`src/common/nmh_pkg.sv`:
```
/*
  Shared constants and types for the negative multiply-accumulate
  high-halfword unit: register map, field positions, reset values, carriers.
  Assumes one 50 MHz clock with a synchronous active-high reset.
*/
// What this block does
// RULE1 - take upper halfword of both sources
// RULE2 - signed 16x16 multiply, 32-bit product
// RULE3 - subtract product from destination, 33 bits
// RULE4 - store low 32 bits when no saturation
// RULE5 - saturating variants store nearest representable value
// RULE6 - base variants leave flags and condition untouched
// RULE7 - record variants update condition field only
// RULE8 - overflow variants update overflow flags only
// RULE9 - overflow plus record updates both
// RULE10 - overflow flag per range, summary sticky, clamp
// RULE11 - condition bits from sign, zero, summary
package nmh_pkg;
  // register byte offsets on the apb bus
  localparam logic [7:0] NMH_OFF_SRC1 = 8'h00;
  localparam logic [7:0] NMH_OFF_SRC2 = 8'h04;
  localparam logic [7:0] NMH_OFF_DEST = 8'h08;
  localparam logic [7:0] NMH_OFF_CTRL = 8'h0c;
  localparam logic [7:0] NMH_OFF_FLAG = 8'h10;
  localparam logic [7:0] NMH_OFF_COND = 8'h14;
  localparam logic [7:0] NMH_OFF_IST = 8'h18;
  localparam logic [7:0] NMH_OFF_IEN = 8'h1c;
  localparam logic [7:0] NMH_OFF_ICLR = 8'h20;
  // control register fields; a write with go set launches an operation
  localparam int NMH_CTRL_GO = 0;
  localparam int NMH_CTRL_SAT = 1;
  localparam int NMH_CTRL_OVE = 2;
  localparam int NMH_CTRL_REC = 3;
  // flag register fields
  localparam int NMH_FLAG_SO = 0;
  localparam int NMH_FLAG_OV = 1;
  // interrupt status fields
  localparam int NMH_IRQ_DONE = 0;
  localparam int NMH_IRQ_OVF = 1;
  localparam int NMH_IRQ_W = 2;
  // reset values
  localparam logic [31:0] NMH_RST_WORD = 32'h0000_0000;
  localparam logic [3:0] NMH_RST_COND = 4'h0;
  // saturation limits
  localparam logic [31:0] NMH_SAT_POS = 32'h7fff_ffff;
  localparam logic [31:0] NMH_SAT_NEG = 32'h8000_0000;
  // condition field bit positions: lt gt eq so, msb first
  localparam int NMH_CR_LT = 3;
  localparam int NMH_CR_GT = 2;
  localparam int NMH_CR_EQ = 1;
  localparam int NMH_CR_SO = 0;

  // operation options travel together
  typedef struct packed {
    logic sat;
    logic ove;
    logic rec;
  } nmh_opt_t;

  // datapath answer
  typedef struct packed {
    logic [31:0] result;
    logic ovf;
  } nmh_res_t;
endpackage

```
`src/nmh_datapath.sv`:
```
/*
  Combinational datapath: high-halfword signed multiply, subtract from the
  destination, optional saturation. Assumes operands are held stable.
*/
`timescale 1ns/1ps
module nmh_datapath
  import nmh_pkg::*;
(
  input wire logic [31:0] src1,
  input wire logic [31:0] src2,
  input wire logic [31:0] dest,
  input wire logic sat,
  output nmh_res_t res
);
  logic signed [15:0] half_a;
  logic signed [15:0] half_b;
  logic signed [31:0] prod;
  logic signed [32:0] diff;
  logic out_of_range;

  // big-endian bits 0..15 are the upper halfword here [RULE1]
  assign half_a = src1[31:16]; // [RULE1]
  assign half_b = src2[31:16];
  // widen on purpose; both casts keep the sign, so the product stays signed
  assign prod = 32'(half_a) * 32'(half_b); // [RULE2]
  // sign-extend both so the 33-bit difference never wraps [RULE3]
  assign diff = {dest[31], dest} - {prod[31], prod}; // [RULE3]
  // bits 32 and 31 disagree exactly when the signed 32-bit range is left
  assign out_of_range = diff[32] ^ diff[31]; // [RULE10]
  assign res.ovf = out_of_range;
  // clamp toward the sign of the true result [RULE5]
  assign res.result = (sat && out_of_range) ? (diff[32] ? NMH_SAT_NEG : NMH_SAT_POS)
                                            : diff[31:0]; // [RULE4] [RULE5] [RULE10]
endmodule

```
`src/nmh_unit.sv`:
```
/*
  Top of the negative multiply-accumulate high-halfword unit with an APB
  register slave and a level interrupt. Assumes one clock domain and a
  32-bit APB master that holds each request until pready.
*/
// Design decisions made here: the register offsets and the APB register port.
`timescale 1ns/1ps
module nmh_unit
  import nmh_pkg::*;
(
  input wire logic CLK_SYS,
  input wire logic SRST,
  input wire logic PSEL,
  input wire logic PENABLE,
  input wire logic PWRITE,
  input wire logic [7:0] PADDR,
  input wire logic [31:0] PWDATA,
  output logic [31:0] PRDATA,
  output logic PREADY,
  output logic PSLVERR,
  output logic IRQ
);
  logic [31:0] src1_r;
  logic [31:0] src2_r;
  logic [31:0] dest_r;
  logic [31:0] dest_nxt;
  logic so_r;
  logic so_nxt;
  logic ov_r;
  logic ov_nxt;
  logic [3:0] cond_r;
  logic [3:0] cond_nxt;
  nmh_opt_t opt_r;
  logic [NMH_IRQ_W-1:0] ist_r;
  logic [NMH_IRQ_W-1:0] ist_nxt;
  logic [NMH_IRQ_W-1:0] ien_r;
  logic [31:0] prdata_nxt;
  logic pslverr_nxt;
  nmh_res_t res;

  // access phase strobes; effects land once, in the first access cycle,
  // because the wait cycle that follows still shows the same request and
  // would otherwise launch a second subtraction from the new destination
  wire access = PSEL && PENABLE;
  wire first_acc = access && !PREADY;
  wire wr = first_acc && PWRITE;
  wire rd = first_acc && !PWRITE;
  wire hit_src1 = PADDR == NMH_OFF_SRC1;
  wire hit_src2 = PADDR == NMH_OFF_SRC2;
  wire hit_dest = PADDR == NMH_OFF_DEST;
  wire hit_ctrl = PADDR == NMH_OFF_CTRL;
  wire hit_flag = PADDR == NMH_OFF_FLAG;
  wire hit_cond = PADDR == NMH_OFF_COND;
  wire hit_ist = PADDR == NMH_OFF_IST;
  wire hit_ien = PADDR == NMH_OFF_IEN;
  wire hit_iclr = PADDR == NMH_OFF_ICLR;
  wire mapped = hit_src1 | hit_src2 | hit_dest | hit_ctrl | hit_flag | hit_cond
                | hit_ist | hit_ien | hit_iclr;
  wire go = wr && hit_ctrl && PWDATA[NMH_CTRL_GO];
  wire sat_w = PWDATA[NMH_CTRL_SAT];
  wire ove_w = PWDATA[NMH_CTRL_OVE];
  wire rec_w = PWDATA[NMH_CTRL_REC];

  // the operation uses the launching write's options, not stale ones
  nmh_datapath u_dp (
    .src1(src1_r),
    .src2(src2_r),
    .dest(dest_r),
    .sat(sat_w),
    .res(res)
  );

  // overflow flags move only for overflow-enabled launches and software flag writes [RULE6] [RULE8] [RULE9]
  wire so_new = so_r | res.ovf; // sticky summary [RULE10]
  assign ov_nxt = (go && ove_w) ? res.ovf : ov_r; // [RULE8] [RULE10]
  assign so_nxt = (go && ove_w) ? so_new : (wr && hit_flag ? PWDATA[NMH_FLAG_SO] : so_r);

  // condition bits from the written value; so bit sees this launch's summary
  wire cr_so = ove_w ? so_new : so_r;
  wire [3:0] cond_calc = {res.result[31], !res.result[31] && (res.result != NMH_RST_WORD),
                          res.result == NMH_RST_WORD, cr_so}; // [RULE11]
  assign cond_nxt = (go && rec_w) ? cond_calc : cond_r; // [RULE7] [RULE9] [RULE6]

  // result lands in the destination; a software write loads the accumulator
  assign dest_nxt = go ? res.result : (wr && hit_dest ? PWDATA : dest_r); // [RULE4] [RULE5]

  // events: done on every launch, overflow on a launch that overflowed;
  // set wins over a clear in the same cycle so no event is lost
  wire [NMH_IRQ_W-1:0] ev = {go && res.ovf, go};
  wire [NMH_IRQ_W-1:0] clr = (wr && hit_iclr) ? PWDATA[NMH_IRQ_W-1:0] : '0;
  assign ist_nxt = (ist_r & ~clr) | ev;

  // read mux; write-only clear register reads as zero
  always_comb begin
    prdata_nxt = NMH_RST_WORD;
    unique case (1'b1)
      hit_src1: prdata_nxt = src1_r;
      hit_src2: prdata_nxt = src2_r;
      hit_dest: prdata_nxt = dest_r;
      hit_ctrl: prdata_nxt = {28'h000_0000, opt_r.rec, opt_r.ove, opt_r.sat, 1'b0};
      hit_flag: prdata_nxt = {30'h0000_0000, ov_r, so_r};
      hit_cond: prdata_nxt = {28'h000_0000, cond_r};
      hit_ist: prdata_nxt = {30'h0000_0000, ist_r};
      hit_ien: prdata_nxt = {30'h0000_0000, ien_r};
      default: prdata_nxt = NMH_RST_WORD;
    endcase
  end
  assign pslverr_nxt = access && !mapped;

  // operand, option and interrupt enable registers
  always_ff @(posedge CLK_SYS) begin
    if (SRST) begin
      src1_r <= NMH_RST_WORD;
      src2_r <= NMH_RST_WORD;
      opt_r <= '0;
      ien_r <= '0;
    end else begin
      if (wr && hit_src1) src1_r <= PWDATA;
      if (wr && hit_src2) src2_r <= PWDATA;
      if (wr && hit_ctrl) opt_r <= '{sat: sat_w, ove: ove_w, rec: rec_w};
      if (wr && hit_ien) ien_r <= PWDATA[NMH_IRQ_W-1:0];
    end
  end

  // architectural state: accumulator, flags, condition field, interrupt status
  always_ff @(posedge CLK_SYS) begin
    if (SRST) begin
      dest_r <= NMH_RST_WORD;
      so_r <= 1'b0;
      ov_r <= 1'b0;
      cond_r <= NMH_RST_COND;
      ist_r <= '0;
    end else begin
      dest_r <= dest_nxt;
      so_r <= so_nxt;
      ov_r <= (wr && hit_flag && !go) ? PWDATA[NMH_FLAG_OV] : ov_nxt;
      cond_r <= cond_nxt;
      ist_r <= ist_nxt;
    end
  end

  // bus answer and interrupt, all registered; pready pulses one cycle
  always_ff @(posedge CLK_SYS) begin
    if (SRST) begin
      PRDATA <= NMH_RST_WORD;
      PREADY <= 1'b0;
      PSLVERR <= 1'b0;
      IRQ <= 1'b0;
    end else begin
      PREADY <= access && !PREADY;
      PSLVERR <= pslverr_nxt && !PREADY;
      if (rd && !PREADY) PRDATA <= prdata_nxt;
      IRQ <= |(ist_nxt & ien_r);
    end
  end
endmodule

```
`config.mk`:
```
export PLATFORM = sky130hd
export DESIGN_NAME = nmh_unit
export DESIGN_NICKNAME = d
export VERILOG_FILES = /design/src/common/nmh_pkg.sv /design/src/nmh_datapath.sv /design/src/nmh_unit.sv
export SDC_FILE = /design/constraint.sdc
export NUM_CORES = 1
export LEC_CHECK = 0
export ABC_AREA = 0
export BUFFER_PORTS_ARGS = -buffer_cell sky130_fd_sc_hd__buf_4
export CORE_MARGIN = 3
export CORE_UTILIZATION = 30
export CTS_BUF_LIST = sky130_fd_sc_hd__clkbuf_16
export DETAILED_ROUTE_END_ITERATION = 10
export GPL_TIMING_DRIVEN = 0
export PLACE_DENSITY = 0.54
export SLEW_MARGIN = 20
export SYNTH_ARGS = -nofsm -noshare
export SYNTH_HDL_FRONTEND = slang
export SYNTH_SLANG_ARGS = --single-unit
```
`constraint.sdc`:
```
create_clock -name CLK_SYS -period 18.1 [get_ports CLK_SYS]
set_input_delay 2.715 -clock CLK_SYS [delete_from_list [all_inputs] [get_ports CLK_SYS]]
set_output_delay 2.715 -clock CLK_SYS [all_outputs]
set_load 0.01 [all_outputs]
```
---- After elaboration in Yosys (flattened, before gate mapping) ----
Cells that the tools add are included.
cells by class
  reduce and logical (&&, ||, !) cells .... 33
  multiply operators ...................... 1
  multiplexer cells ....................... 11
  eq/ne operators ......................... 8
  bitwise logic cells ..................... 14
  add/sub/neg operators ................... 1
operator list
  cell                count
  $pmux 32 s8         1
  $mux 32             4
  $sub 32x32->33      1
  $eq 8x5->1 const B  4
  $logic_not 32->1    1
  $mul 16x16->32      1
  $reduce_bool 32->1  1
  $logic_and 1x1->1   21
  $eq 8x4->1 const B  2
  $or 1x1->1          9
  $eq 8x3->1 const B  1
  $eq 8x6->1 const B  1
  $logic_not 8->1     1
  $reduce_bool 2->1   3
  $logic_not 1->1     5
  $mux 1              5
  $and 2x2->2         2
  $mux 2              1
  $not 2->2           1
  $or 2x2->2          1
  $reduce_or 2->1     1
  $xor 1x1->1         1
storage, ports and cells
  logic and storage cells ................. 83
  output and inout port bits .............. 35
  bits in registers ....................... 144
  bits of input ports ..................... 45

---- Logic depth before layout (Yosys ltp) ----
  word-level depth ........................ 12
  mapped depth ............................ 28
  gate-level depth less buffers ........... 24

---- Cells and area by module ----
From an unflattened synthesis, not the netlist that was laid out.
unflattened totals
  cell total of the unflattened synthesis .. 2,050
  area total of the unflattened synthesis .. 18,083.6 um^2
by module, submodules not included
  module        sequential area each (um^2)  cells an instance  times used  area an instance (um^2)
  nmh_datapath  0.0                          1,321              1           11,921.4
  nmh_unit      2,882.8                      729                1           6,162.2

---- Worst setup path after synthesis ----
OpenSTA, ideal clock, no wires.
  path type ............................... register -> register
  start ................................... reg src1_r[31]
  end ..................................... reg dest_r[15]
  setup time .............................. 0.074 ns
  period minus slack after synthesis ...... 7.137 ns
  buffers on the path ..................... 4
  required time ........................... 18.026 ns
  slack ................................... 10.963 ns
  data arrival time ....................... 7.062 ns
  stages on the path, launching flop included .. 27
  cells stage by stage .................... dfxtp_1 -> clkbuf_1 -> clkbuf_1 -> nand2_1 -> inv_1 -> fa_1 -> fa_1 -> inv_1 -> fa_1 -> fa_1 -> fa_1 -> inv_1 -> fa_1 -> inv_1 -> ha_1 -> clkbuf_1 -> a21oi_1 -> o21ai_0 -> a311oi_1 -> o21ai_0 -> o211ai_1 -> xnor2_2 -> xnor3_1 -> nand2_1 -> buf_2 -> a21oi_1 -> o21ai_0
on the way
  cells in the longest elaborated chain, start to end .. 6
  elaborated cells between the ends (all ways) .. 7
  those cells by class .................... add/sub: 1; mul: 1; mux: 3; bitwise: 1; reduce/logical: 1
RTL lines
  element                 RTL line            source
  start, declared         nmh_unit.sv:23      logic [31:0] src1_r;
  start signal, assigned  nmh_unit.sv:113     src1_r <= NMH_RST_WORD;
  start signal, assigned  nmh_unit.sv:118     if (wr && hit_src1) src1_r <= PWDATA;
  $mul 16x16->32 (*)      nmh_datapath.sv:25  assign prod = 32'(half_a) * 32'(half_b);
  $sub 32x32->33 (*)      nmh_datapath.sv:27  assign diff = {dest[31], dest} - {prod[31], prod};
  $xor 1x1->1             nmh_datapath.sv:29  assign out_of_range = diff[32] ^ diff[31];
  $logic_and 1x1->1       nmh_datapath.sv:32  assign res.result = (sat && out_of_range) ? (diff[32] ? NMH_SAT_NEG : NMH_SAT_POS)
  $mux 32 (*)             nmh_datapath.sv:32
  $mux 32 (*)             nmh_unit.sv:85      assign dest_nxt = go ? res.result : (wr && hit_dest ? PWDATA : dest_r);
  end signal, assigned    nmh_unit.sv:134     dest_r <= dest_nxt;
  end, declared           nmh_unit.sv:25      logic [31:0] dest_r;
Mark *: on every way between the ends. The rest lies on a longest branch, timed or not.
A chain may end at the register's enable or synchronous reset.

---- Worst setup path in the final report ----
  start ................................... reg src1_r[31]
  end ..................................... reg dest_r[2]
The elaborated chain is that of the path after synthesis.

==> flow_metrics.env <==
export IMPL_ys_seq_area_frac=0.161
export IMPL_synth_area_top_cells="fa_1, dfxtp_1, inv_1"
export IMPL_syn_avg_cell_area_sq_um=8.53
export IMPL_synth_distinct_cells=74
export IMPL_std_cell_rows=88
export IMPL_final_max_slew_violation_count=0
export IMPL_rsz0062_at_grt="no"
export IMPL_finalSetupViolations=0
export IMPL_synthCells=2103
export IMPL_async_flop_share=0
export IMPL_post_dp_hpwl_um=48800
export IMPL_status="finished, final reports clean"
export IMPL_syn_area_sq_um=17900
export IMPL_max_freq_mhz=109
export IMPL_gp_congestion=0.896
export IMPL_die_area_sq_um=62700
export IMPL_post_cts_resized=0
export IMPL_period_needed_ns=9.19
export IMPL_power_mw=0.765
export IMPL_syn_nets=2548
export IMPL_postRouteAntennaNets=0
export IMPL_synth_top_area_share=0.341
export IMPL_grt_max_degree=17
export IMPL_die_h_um=250
export IMPL_clk_insertion_delay_late_ns=0.43
export IMPL_cp_arrival_ns=9.49
export IMPL_grt_pass1_vias=15700
export IMPL_hold_violations=0
export IMPL_vias=15000
export IMPL_cts_made_buffers=17
export IMPL_cts_root_buf="clkbuf_16"
export IMPL_numPortBuffers=78
export IMPL_area_growth_pct=12.2
export IMPL_drt_iter0_markers=1230
export IMPL_vias_per_cell=5.02
export IMPL_critical_path_max_fanout=10
export IMPL_initial_core_util=0.307
export IMPL_fin_worst_skew_ns=0.0118
export IMPL_drt_first_pass_iters=8
export IMPL_endpoint_kind="register"
export IMPL_drv_cap=0
export IMPL_p_leak_nw=8.50
export IMPL_crit_type="reg2reg"
export IMPL_synth_flop_cell="dfxtp_1"
export IMPL_cts_hold_buffers=0
export IMPL_dpl_instance_area_sq_um=19500
export IMPL_antenna_found_initial=1
export IMPL_drive_gt1_frac=0.0624
export IMPL_worst_setup_path_start_kind="register"
export IMPL_post_route_drc_count=0
export IMPL_final_common_cell="inv_1"
export IMPL_fin_crit_sh=0.508
export IMPL_worst_pin_slew_ns=0.942
export IMPL_powerDensity_nw_per_um2=38.0
export IMPL_cts_tree="built"
export IMPL_grt_usage=0.190
export IMPL_io_pins=80
export IMPL_max_slew_margin=0.372
export IMPL_synth_seq_cells=144
export IMPL_synth_edf_count=0
export IMPL_final_util=0.345
export IMPL_layout_common_cells="inv_1, nand2_1, fa_1"
export IMPL_overflow=0
export IMPL_cts_setup_buffers=0
export IMPL_yosys_warnings=0
export IMPL_clock_sinks=144
export IMPL_routed_wl_um=59200
export IMPL_clockBufferDepth=2
export IMPL_clkSlewWorstSetupHoldPaths_ns=0.06
export IMPL_ir_drop_uv=65.6
export IMPL_critPathRequiredTime_ns=18.40
export IMPL_tns_ns=0
export IMPL_routedWlPerCell_um=19.9
export IMPL_yosysTopAreaCell="fa_1"
export IMPL_grt_pass1_wl_um=92500
export IMPL_core_sq_um=58400
export IMPL_layout_nets=2645
export IMPL_chipWidth_um=250
export IMPL_final_area_sq_um=20100
export IMPL_htree_levels=4
export IMPL_min_path_type="reg2reg"
-- sequential cells by signal (all words and copies together), names as in the netlist --
signal / count
PSLVERR: 1
src2_r: 32
ist_r: 2
opt_r: 3
ov_r: 1
PREADY: 1
so_r: 1
PRDATA: 32
cond_r: 4
ien_r: 2
dest_r: 32
src1_r: 32
IRQ: 1
-- metrics by stage --
stage | worst slack [ns] | std cells | hold slack, ns
3_3_place_gp | 9.10 | 2946 | 0.441
4_1_cts | 9.05 | 2978 | 0.458
5_1_grt | 8.46 | 2978 | 0.477
3_5_place_dp | 9.09 | 2946 | 0.448
6_report | 8.91 | 2979 | 0.457
2_1_floorplan | 10.96 | 2103 | 0.428
-- worst max-delay path, cell delays in order (launching register included) --
cell      delay [ns]
dfxtp_1         0.31
clkbuf_1        0.45
clkbuf_1        0.59
nand2_1         0.20
inv_1           0.18
fa_1            0.54
fa_1            0.74
inv_1           0.21
fa_1            0.49
fa_1            0.51
fa_1            0.49
inv_1           0.05
fa_1            0.48
inv_1           0.04
ha_1            0.28
clkbuf_1        0.24
a21oi_1         0.25
o21ai_0         0.15
a311oi_1        0.45
o21ai_0         0.14
o211ai_1        0.30
xnor2_2         0.26
xnor3_1         0.53
nand2_1         0.38
buf_2           0.33
a21oi_1         0.28
o21ai_0         0.14
-- synth_stat cells, types with 3 or more instances --
cell	count
a31oi_1	8
or4_1	3
dfxtp_1	144
o2111ai_1	5
nor2_1	91
xnor2_1	32
clkbuf_1	106
nor4_1	3
nand2b_1	11
o21ai_0	72
o21a_1	4
fa_1	305
nor2b_1	18
a22oi_1	3
a31o_2	3
and2_1	126
buf_2	4
xor2_1	9
a21o_1	11
inv_1	394
nand3_1	17
a211oi_1	35
nand2_1	317
or2_2	3
a21boi_0	5
mux2i_1	7
nand4_1	7
a21oi_1	140
and3_1	7
a222oi_1	28
o21bai_1	6
o211ai_1	7
ha_1	95
nor3_1	13
o21ai_1	4
a2111oi_0	4
-- path summary, 6_finish.rpt --
| path | start | depth (start not counted) | slack (ns) | to |
|---|---|---|---|---|
| setup / recovery | src1_r[31] | 26 | 8.91 | dest_r[2] |
| hold / removal | src1_r[14] | 2 | 0.46 | src1_r[14] |
| setup reg to reg | src1_r[31] | 26 | 8.91 | dest_r[2] |
| hold reg to reg | src1_r[14] | 2 | 0.46 | src1_r[14] |
-- power breakdown --
group	switching [mW]	leakage [nW]	internal, mW	total, mW
clock network	0.146	0.313	0.244	0.390
registers	0.00331	1.16	0.321	0.324
logic	0.0320	7.02	0.0192	0.0512
total	0.181	8.50	0.584	0.765
-- routing by layer --
layer	routed length, um	vias up	global-route usage
met4	1860	0	0.0595
met2	27900	504	0.318
met1	25300	7558	0.252
met3	4040	94	0.0315
met5	0	-	0
li1	-	6803	-
-- final cells by class --
cell class | instances | area [sq um]
flip-flops and latches | 144 | 2880
plain buffers | 114 | 440
repair buffers | 78 | 586
fillers | 6115 | 38200
well taps | 765 | 957
inverters | 394 | 1480
clock inverters | 15 | 211
multi-input cells | 1451 | 13100
clock buffers | 17 | 425
diodes | 1 | 2.50
-- kinds of logic after synthesis --
logic type | Yosys count | share of synthesized area
adder cells (fa/ha/maj) | 400 | 0.407
multiplexers | 11 | 0.00705
XOR/XNOR | 44 | 0.0231
AND/OR/NAND/NOR | 635 | 0.166
AO/OA/AOI/OAI | 361 | 0.129
buffers and inverters | 508 | 0.107
flip-flops | 144 | 0.161
Note: power is estimated with default switching activity, not from simulation.
